==> src/include/rpc_pkg.sv <==
// shared constants and types of the receive per-channel controller
package rpc_pkg;
	// host register offsets of the device
	localparam logic [7:0] CFG_OFS  = 8'h50;
	localparam logic [7:0] STAT_OFS = 8'h51;
	localparam logic [7:0] AC_OFS   = 8'h52;
	localparam logic [7:0] DB_OFS   = 8'h53;
	// reset values
	localparam logic [7:0] CFG_RST  = 8'h00;
	localparam logic [7:0] AC_RST   = 8'h00;
	localparam logic [7:0] DB_RST   = 8'h00;
	// field positions
	localparam int CFG_EN_BIT    = 0;
	localparam int CFG_IND_BIT   = 1;
	localparam int STAT_BUSY_BIT = 7;
	localparam int AC_RW_BIT     = 7;
	localparam int CC_INV_BIT    = 7;
	localparam int CC_TRK_BIT    = 6;
	localparam int CC_MW_BIT     = 5;
	localparam int CC_SIGN_BIT   = 4;
	localparam int STRK_BIT      = 7;
	// internal byte space
	localparam int         CHANNELS  = 24;
	localparam int         INT_BYTES = 3 * CHANNELS;
	localparam logic [6:0] CTRL_BASE = 7'h01;
	localparam logic [6:0] TRK_BASE  = 7'h19;
	localparam logic [6:0] SIG_BASE  = 7'h31;
	// timing
	localparam int CLK_NS     = 25;
	localparam int ACCESS_NS  = 640;
	localparam int ACCESS_CYC = ACCESS_NS / CLK_NS;
	// milliwatt bytes, entry 1 sent first after reset
	localparam logic [7:0][7:0] MW_PAT = {8'h9e, 8'h8b, 8'h8b, 8'h9e,
		8'h1e, 8'h0b, 8'h0b, 8'h1e};
	// host apb map
	localparam logic [11:0] H_CMD_OFS  = 12'h000;
	localparam logic [11:0] H_STAT_OFS = 12'h004;
	localparam logic [11:0] H_CAPT_OFS = 12'h008;
	localparam int H_CMD_WR_BIT = 16;
	typedef enum logic [1:0] {HB_IDLE, HB_ISSUE, HB_WAIT} rpc_hbus_t;
endpackage : rpc_pkg

==> src/include/rpc_if.sv <==
// link between the per-channel controller and its host
interface rpc_if;
	logic [7:0] reg_addr;
	logic       reg_wr;
	logic       reg_rd;
	logic [7:0] reg_wdata;
	logic [7:0] reg_rdata;
	logic       pcm_bit;
	logic       sig_bit;
	logic       bit_stb;
	logic       frame_stb;
	modport dev (
		input  reg_addr, reg_wr, reg_rd, reg_wdata,
		output reg_rdata, pcm_bit, sig_bit, bit_stb, frame_stb
	);
	modport host (
		output reg_addr, reg_wr, reg_rd, reg_wdata,
		input  reg_rdata, pcm_bit, sig_bit, bit_stb, frame_stb
	);
endinterface : rpc_if

==> src/logic/rpc_device.sv <==
// receive per-channel controller: indirect byte store and pcm modifier
// Overview of operation
// software must set indirect select to one
// reset clears indirect select, access disabled
// enable bit gates all per-channel modifications
// busy high during access, low after
// software polls busy low before next access
// access finishes within 640 ns
// address write starts access; msb one reads
// write: load data buffer, then address
// read: buffer holds byte within 640 ns
// control, trunk, signalling bytes at 01,19,31
// control bits: invert, trunk, milliwatt, sign
// invert alone complements whole byte
// sign alone complements msb only
// both flip magnitude; none passes through
// trunk bit substitutes trunk byte
// milliwatt bit substitutes milliwatt pattern
// trunk byte sent msb first
// milliwatt beats trunk beats inversion
// same treatment for every framing format
// signalling trunk bit substitutes signalling code
// signalling code in low nibble
// milliwatt advances one byte per frame
// accesses never disturb the data path
//
// Added by the designer: the APB register port.
module rpc_device (
	input  wire logic clock_in,
	input  wire logic rst_b_in,
	rpc_if.dev        link,
	input  wire logic bit_stb_in,
	input  wire logic frame_start_in,
	input  wire logic pcm_in,
	input  wire logic sig_in
);
	typedef struct packed {
		logic [rpc_pkg::INT_BYTES-1:0][7:0] mem;
		logic [7:0] cfg;
		logic [7:0] ac;
		logic [7:0] db;
		logic       busy;
		logic [4:0] cnt;
		logic [4:0] ch;
		logic [2:0] bitn;
		logic [2:0] mw_ph;
		logic       pcm;
		logic       sig;
		logic       bstb;
		logic       fstb;
		logic [7:0] rdata;
	} rpc_dev_st_t;

	localparam logic [4:0] ACC_LAST = 5'(rpc_pkg::ACCESS_CYC - 1);
	localparam logic [4:0] NCH      = 5'(rpc_pkg::CHANNELS);
	localparam logic [6:0] TRK_IDX  = 7'(rpc_pkg::CHANNELS);
	localparam logic [6:0] SIG_IDX  = 7'(2 * rpc_pkg::CHANNELS);
	localparam logic [6:0] LAST_ADR = rpc_pkg::SIG_BASE + 7'(rpc_pkg::CHANNELS - 1);

	rpc_dev_st_t st_ff;
	rpc_dev_st_t nxt_st;

	logic [4:0] pos_ch;
	logic [2:0] pos_bit;
	logic [7:0] ctrl;
	logic [7:0] trk;
	logic [7:0] strk;
	logic       live;
	logic       flip;
	logic       out_bit;
	logic       out_sig;
	logic [6:0] acc_adr;
	logic       acc_ok;
	logic [6:0] acc_idx;
	logic       enable;
	logic [2:0] mw_now;

	always_comb
	begin
		nxt_st  = st_ff;
		enable  = st_ff.cfg[rpc_pkg::CFG_EN_BIT];
		pos_ch  = frame_start_in ? 5'h00 : st_ff.ch;
		pos_bit = frame_start_in ? 3'h0 : st_ff.bitn;
		// the frame start bit already uses the new byte, so channel 1 is not split
		mw_now  = frame_start_in ? st_ff.mw_ph + 3'h1 : st_ff.mw_ph;
		live    = enable && (pos_ch < NCH);
		// combinational reads of the store keep the stream running
		ctrl    = 8'h00;
		trk     = 8'h00;
		strk    = 8'h00;
		if (pos_ch < NCH)
		begin
			ctrl = st_ff.mem[7'(pos_ch)];
			trk  = st_ff.mem[7'(pos_ch) + TRK_IDX];
			strk = st_ff.mem[7'(pos_ch) + SIG_IDX];
		end
		// msb gets invert^sign, others invert
		if (pos_bit == 3'h0)
		begin
			flip = ctrl[rpc_pkg::CC_INV_BIT] ^ ctrl[rpc_pkg::CC_SIGN_BIT];
		end
		else
		begin
			flip = ctrl[rpc_pkg::CC_INV_BIT];
		end
		// no framing input: treatment is format blind
		out_bit = pcm_in;
		if (live)
		begin
			if (ctrl[rpc_pkg::CC_MW_BIT])
			begin
				out_bit = rpc_pkg::MW_PAT[mw_now][3'h7 - pos_bit];
			end
			else if (ctrl[rpc_pkg::CC_TRK_BIT])
			begin
				out_bit = trk[3'h7 - pos_bit];
			end
			else
			begin
				out_bit = pcm_in ^ flip;
			end
		end
		out_sig = sig_in;
		if (live && strk[rpc_pkg::STRK_BIT] && pos_bit[2])
		begin
			out_sig = strk[3'h7 - pos_bit];
		end

		// bit stream timing
		nxt_st.bstb = bit_stb_in;
		nxt_st.fstb = bit_stb_in && frame_start_in;
		if (bit_stb_in)
		begin
			nxt_st.pcm  = out_bit;
			nxt_st.sig  = out_sig;
			nxt_st.bitn = pos_bit + 3'h1;
			nxt_st.ch   = pos_ch;
			if (pos_bit == 3'h7 && pos_ch < NCH)
			begin
				nxt_st.ch = pos_ch + 5'h01;
			end
			if (frame_start_in)
			begin
				nxt_st.mw_ph = mw_now;
			end
		end

		// host register reads, answered one cycle after the strobe
		acc_adr = st_ff.ac[6:0];
		acc_ok  = (acc_adr >= rpc_pkg::CTRL_BASE) && (acc_adr <= LAST_ADR);
		acc_idx = acc_adr - rpc_pkg::CTRL_BASE;
		if (link.reg_rd)
		begin
			unique case (link.reg_addr)
				rpc_pkg::CFG_OFS:  nxt_st.rdata = {6'h00, st_ff.cfg[1:0]};
				rpc_pkg::STAT_OFS: nxt_st.rdata = {st_ff.busy, 7'h00};
				rpc_pkg::AC_OFS:   nxt_st.rdata = st_ff.ac;
				rpc_pkg::DB_OFS:   nxt_st.rdata = st_ff.db;
				default:           nxt_st.rdata = 8'h00;
			endcase
		end

		// host register writes; buffer and address are locked while busy
		if (link.reg_wr)
		begin
			if (link.reg_addr == rpc_pkg::CFG_OFS)
			begin
				nxt_st.cfg = {6'h00, link.reg_wdata[1:0]};
			end
			if (link.reg_addr == rpc_pkg::DB_OFS && !st_ff.busy)
			begin
				nxt_st.db = link.reg_wdata;
			end
			if (link.reg_addr == rpc_pkg::AC_OFS && !st_ff.busy)
			begin
				nxt_st.ac = link.reg_wdata;
				// without indirect select the store cannot be reached
				if (st_ff.cfg[rpc_pkg::CFG_IND_BIT])
				begin
					nxt_st.busy = 1'b1;
					nxt_st.cnt  = ACC_LAST;
				end
			end
		end

		// access completes when the count runs out
		if (st_ff.busy)
		begin
			nxt_st.cnt = st_ff.cnt - 5'h01;
			if (st_ff.cnt == 5'h00)
			begin
				nxt_st.busy = 1'b0;
				if (st_ff.ac[rpc_pkg::AC_RW_BIT])
				begin
					// unmapped address reads as zero
					nxt_st.db = acc_ok ? st_ff.mem[acc_idx] : 8'h00;
				end
				else if (acc_ok)
				begin
					nxt_st.mem[acc_idx] = st_ff.db;
				end
			end
		end
	end

	always_ff @(posedge clock_in)
	begin
		if (!rst_b_in)
		begin
			st_ff      <= '0;
			st_ff.cfg  <= rpc_pkg::CFG_RST;
			st_ff.ac   <= rpc_pkg::AC_RST;
			st_ff.db   <= rpc_pkg::DB_RST;
		end
		else
		begin
			st_ff <= nxt_st;
		end
	end

	assign link.reg_rdata = st_ff.rdata;
	assign link.pcm_bit   = st_ff.pcm;
	assign link.sig_bit   = st_ff.sig;
	assign link.bit_stb   = st_ff.bstb;
	assign link.frame_stb = st_ff.fstb;
endmodule : rpc_device

==> src/flat_wrapper.sv <==
// flat-port wrapper written by rule: the top's interface ports become plain ports
module rpc_device_flat 
  (clock_in, rst_b_in, bit_stb_in, frame_start_in, pcm_in, sig_in, link_reg_addr, link_reg_wr, link_reg_rd, link_reg_wdata, link_reg_rdata, link_pcm_bit, link_sig_bit, link_bit_stb, link_frame_stb);
  rpc_if link_i ();
  input  wire logic clock_in;
  input  wire logic rst_b_in;
  input  wire logic bit_stb_in;
  input  wire logic frame_start_in;
  input  wire logic pcm_in;
  input  wire logic sig_in;
  input wire logic [$bits(link_i.reg_addr)-1:0] link_reg_addr;
  input wire logic [$bits(link_i.reg_wr)-1:0] link_reg_wr;
  input wire logic [$bits(link_i.reg_rd)-1:0] link_reg_rd;
  input wire logic [$bits(link_i.reg_wdata)-1:0] link_reg_wdata;
  output wire logic [$bits(link_i.reg_rdata)-1:0] link_reg_rdata;
  output wire logic [$bits(link_i.pcm_bit)-1:0] link_pcm_bit;
  output wire logic [$bits(link_i.sig_bit)-1:0] link_sig_bit;
  output wire logic [$bits(link_i.bit_stb)-1:0] link_bit_stb;
  output wire logic [$bits(link_i.frame_stb)-1:0] link_frame_stb;
  assign link_i.reg_addr = link_reg_addr;
  assign link_i.reg_wr = link_reg_wr;
  assign link_i.reg_rd = link_reg_rd;
  assign link_i.reg_wdata = link_reg_wdata;
  assign link_reg_rdata = link_i.reg_rdata;
  assign link_pcm_bit = link_i.pcm_bit;
  assign link_sig_bit = link_i.sig_bit;
  assign link_bit_stb = link_i.bit_stb;
  assign link_frame_stb = link_i.frame_stb;
  rpc_device u_core (.clock_in(clock_in), .rst_b_in(rst_b_in), .link(link_i), .bit_stb_in(bit_stb_in), .frame_start_in(frame_start_in), .pcm_in(pcm_in), .sig_in(sig_in));
endmodule
==> config.mk <==
export PLATFORM = sky130hd
export DESIGN_NAME = rpc_device_flat
export DESIGN_NICKNAME = d
export VERILOG_FILES = /design/src/include/rpc_pkg.sv /design/src/include/rpc_if.sv /design/src/logic/rpc_device.sv /design/src/flat_wrapper.sv
export SDC_FILE = /design/constraint.sdc
export NUM_CORES = 2
export LEC_CHECK = 0
export ABC_AREA = 1
export BUFFER_PORTS_ARGS = -buffer_cell sky130_fd_sc_hd__buf_2
export CAP_MARGIN = 20
export CORE_MARGIN = 2
export CORE_UTILIZATION = 45
export DETAILED_ROUTE_END_ITERATION = 16
export SLEW_MARGIN = 20
export SYNTH_ARGS = -nofsm -noshare
export SYNTH_HDL_FRONTEND = slang
export SYNTH_SLANG_ARGS = --single-unit
==> constraint.sdc <==
create_clock -name clock_in -period 3.6 [get_ports clock_in]
set_input_delay 0.54 -clock clock_in [delete_from_list [all_inputs] [get_ports clock_in]]
set_output_delay 0.54 -clock clock_in [all_outputs]
set_load 0.02 [all_outputs]
==> impl_metrics.env <==
export IMPL_worst_slack_ns=0.305
export IMPL_slowest_delay_ns=0.43
export IMPL_period_needed_ns=3.30
export IMPL_cp_slowest_cell="xor2_1"
export IMPL_place_congestion=0.996
export IMPL_netlist_top_cells_area="dfxtp_1, o21ai_0, nand2_1"
export IMPL_ir_drop_uv=301
export IMPL_routed_wl_um=130000
export IMPL_synthToLayoutAreaGrowth_pct=7.96
export IMPL_grt_overflow=0
export IMPL_drt_initial_drc_count=4355
export IMPL_synth_top_cell_area_share=0.359
export IMPL_fp_dieH_um=282
export IMPL_htreeDepth=3
export IMPL_hold_ws_ns=0.206
export IMPL_status="complete, no violations"
export IMPL_clk_latency_ns=0.64
export IMPL_avgSynthCellArea_um2=6.86
export IMPL_ant_nets=0
export IMPL_drive_gt1_frac=0.102
export IMPL_grt_pass1_wl_um=198000
export IMPL_ys_top_cells_by_count="nand2_1, nor2_1, o21ai_0, dfxtp_1, nand3_1"
export IMPL_max_clock_freq_mhz=303
export IMPL_cp_max_fo=26
export IMPL_worstPathArrival_ns=3.80
export IMPL_path_cells="inv_8 -> buf_4 -> nand3_1 -> xor2_1 -> inv_2 -> nor2_2 -> buf_4 -> inv_2 -> nor2_1 -> inv_4 -> nor2_8 -> inv_2 -> o21ai_0 -> a21oi_1"
export IMPL_grt_usage=0.322
export IMPL_netlist_area_mm2=0.0347
export IMPL_ys_ff_latch=623
export IMPL_routed_via_density=5.90
export IMPL_antenna_cells=0
export IMPL_fin_worst_skew_ns=0.0172
export IMPL_yosysMostFrequentCell="nand2_1"
export IMPL_tns_ns=0
export IMPL_finalHoldViolCount=0
export IMPL_firstDrtPassIters=6
export IMPL_nets=4858
export IMPL_seq_area_frac_synth=0.359
export IMPL_place_hpwl_um=80900
export IMPL_leakage_nw=16.1
export IMPL_grt_max_degree=156
export IMPL_yosys_area_top_type="dfxtp_1"
export IMPL_die_w_um=282
export IMPL_vias=34900
export IMPL_wl_per_cell_um=21.9
export IMPL_dp_slack_ns=0.192
export IMPL_final_util=0.492
export IMPL_critPathMostFrequentCell="inv_2"
export IMPL_synth_main_ff_cell="dfxtp_1"
export IMPL_tritoncts="yes"
export IMPL_synth_nets=5096
export IMPL_ys_async_sr_fraction=0
export IMPL_coreArea_mm2=0.0762
export IMPL_worst_pin_slew_ns=1.13
export IMPL_cts_root_buf="clkbuf_16"
export IMPL_crit_type="register to register"
export IMPL_synthCells=5062
export IMPL_ys_warnings_count=0
export IMPL_cp_start_kind="register"
export IMPL_clkSinkCount=623
export IMPL_placement_rows=101
export IMPL_antenna_found_initial=2
export IMPL_numCtsBuffers=72
export IMPL_ctsHoldBuffers=0
export IMPL_cap_violations=0
export IMPL_cp_end_kind="register"
export IMPL_min_period_over_period=0.915
export IMPL_die_area_mm2=0.0794
export IMPL_io_pins=36
export IMPL_synth_edf_count=0
export IMPL_port_buffers=35
export IMPL_clkTransAtPathRegs_ns=0.06
export IMPL_drcViolationCount=0
export IMPL_nFillCells=7717
export IMPL_drv_slew=0
export IMPL_required_ns=4.11
export IMPL_setup_viol=0
export IMPL_maxSlewHeadroom=0.246
export IMPL_clockBufferDepth=3
export IMPL_power_density_mw_per_mm2=398
export IMPL_start_util=0.455
export IMPL_grt_pass1_vias=31400
export IMPL_rsz0062_at_grt="no"
export IMPL_worstHoldPathType="input port to register"
export IMPL_reg2reg_slack_ns=0.30
export IMPL_synth_cell_types=50
## layer usage
layer | vias to the layer above | share of wire | global-route usage
met4 | 4 | 0.038 | 0.129
met3 | 271 | 0.10 | 0.0574
met5 | - | 0.00015 | 0
li1 | 16600 | - | -
met1 | 16200 | 0.44 | 0.459
met2 | 1813 | 0.43 | 0.479
## where the power goes
part | switching, mW | internal [mW]
clock network | 3.13 | 4.52
registers | 0.00663 | 6.90
logic | 0.256 | 0.0895
total | 3.39 | 11.5
## stage by stage
stage | area [µm²] | cells | total power [mW]
CTS | 37500 | 5910 | 15.0
global placement | 35000 | 5780 | 7.40
finish | 37500 | 5910 | 14.9
global route | 37500 | 5910 | 15.3
detailed placement | 35000 | 5780 | 7.39
floorplan | 34700 | 5062 | 7.26
## final timing paths
path / from / endpoint / cells past startpoint
worst min-delay path: link_reg_wdata[1] / u_core.st_ff[30]$_SDFF_PN0_ / 3
worst max register to register: u_core.acc_adr[0]$_SDFFE_PN0P_ / u_core.st_ff[198]$_SDFFE_PN0P_ / 14
worst min register to register: u_core.link.reg_rdata[0]$_SDFFE_PN0P_ / u_core.link.reg_rdata[0]$_SDFFE_PN0P_ / 2
worst max-delay path: u_core.acc_adr[0]$_SDFFE_PN0P_ / u_core.st_ff[198]$_SDFFE_PN0P_ / 14
## area by class of cell
cell class,count,area [µm²],area share
Sequential cell,623,12500,0.333
Multi-Input combinational cell,3783,19100,0.510
Clock inverter,21,215,0.00574
Timing Repair Buffer,126,1290,0.0345
Inverter,218,856,0.0228
Clock buffer,109,2210,0.0589
Tap cell,1030,1290,0.0344
## logic make-up after synthesis
logic type               share of synthesized area
buffers and inverters                       0.0916
AND/OR/NAND/NOR                              0.306
multiplexers                               0.00173
AO/OA/AOI/OAI                                0.235
flip-flops                                   0.359
XOR/XNOR                                   0.00270
adder cells (fa/ha/maj)                    0.00361
## flip-flops by register name, indices dropped and copies added (netlist names)
signal	cells
u_core.link.reg_rdata	8
u_core.link.frame_stb	1
u_core.st_ff	603
u_core.link.pcm_bit	1
u_core.link.sig_bit	1
u_core.acc_adr	7
u_core.enable	1
u_core.link.bit_stb	1
## cells in the final DEF (no fill, tap or decap), drive strengths merged, types with 2 or more instances in the layout
master    n
nor2    816
o311ai    2
clkbuf  109
a22oi     8
nand4    86
inv     214
nor3      7
xnor2     2
o21ai   914
o211ai   14
xor2      7
a211oi    2
or2       2
dfxtp   623
mux2i     6
o22ai     7
nor4      5
o221ai    2
a221oi    4
buf     126
a31oi     5
bufinv    4
nand3   516
and2      2
ha       10
o31ai     4
a21oi   572
nand2   784
clkinv   20
## critical path: cells and delay by family, from the launching register on
| family | cells | cell delay, ns |
|---|---|---|
| and+or+nand+nor | 4 | 1.00 |
| AOI/OAI and AO/OA | 2 | 0.20 |
| DFF | 1 | 0.38 |
| buffers and inverters | 7 | 1.14 |
| xor gates and xnor gates | 1 | 0.43 |
## timing repair
| action | 4_1_cts | 5_1_grt |
|---|---|---|
| buffers inserted | 0 | 0 |
| gates resized for setup | 0 | 1 |
| endpoints found under the setup margin | 0 | 1 |
Power figures use the tool's default switching activity.
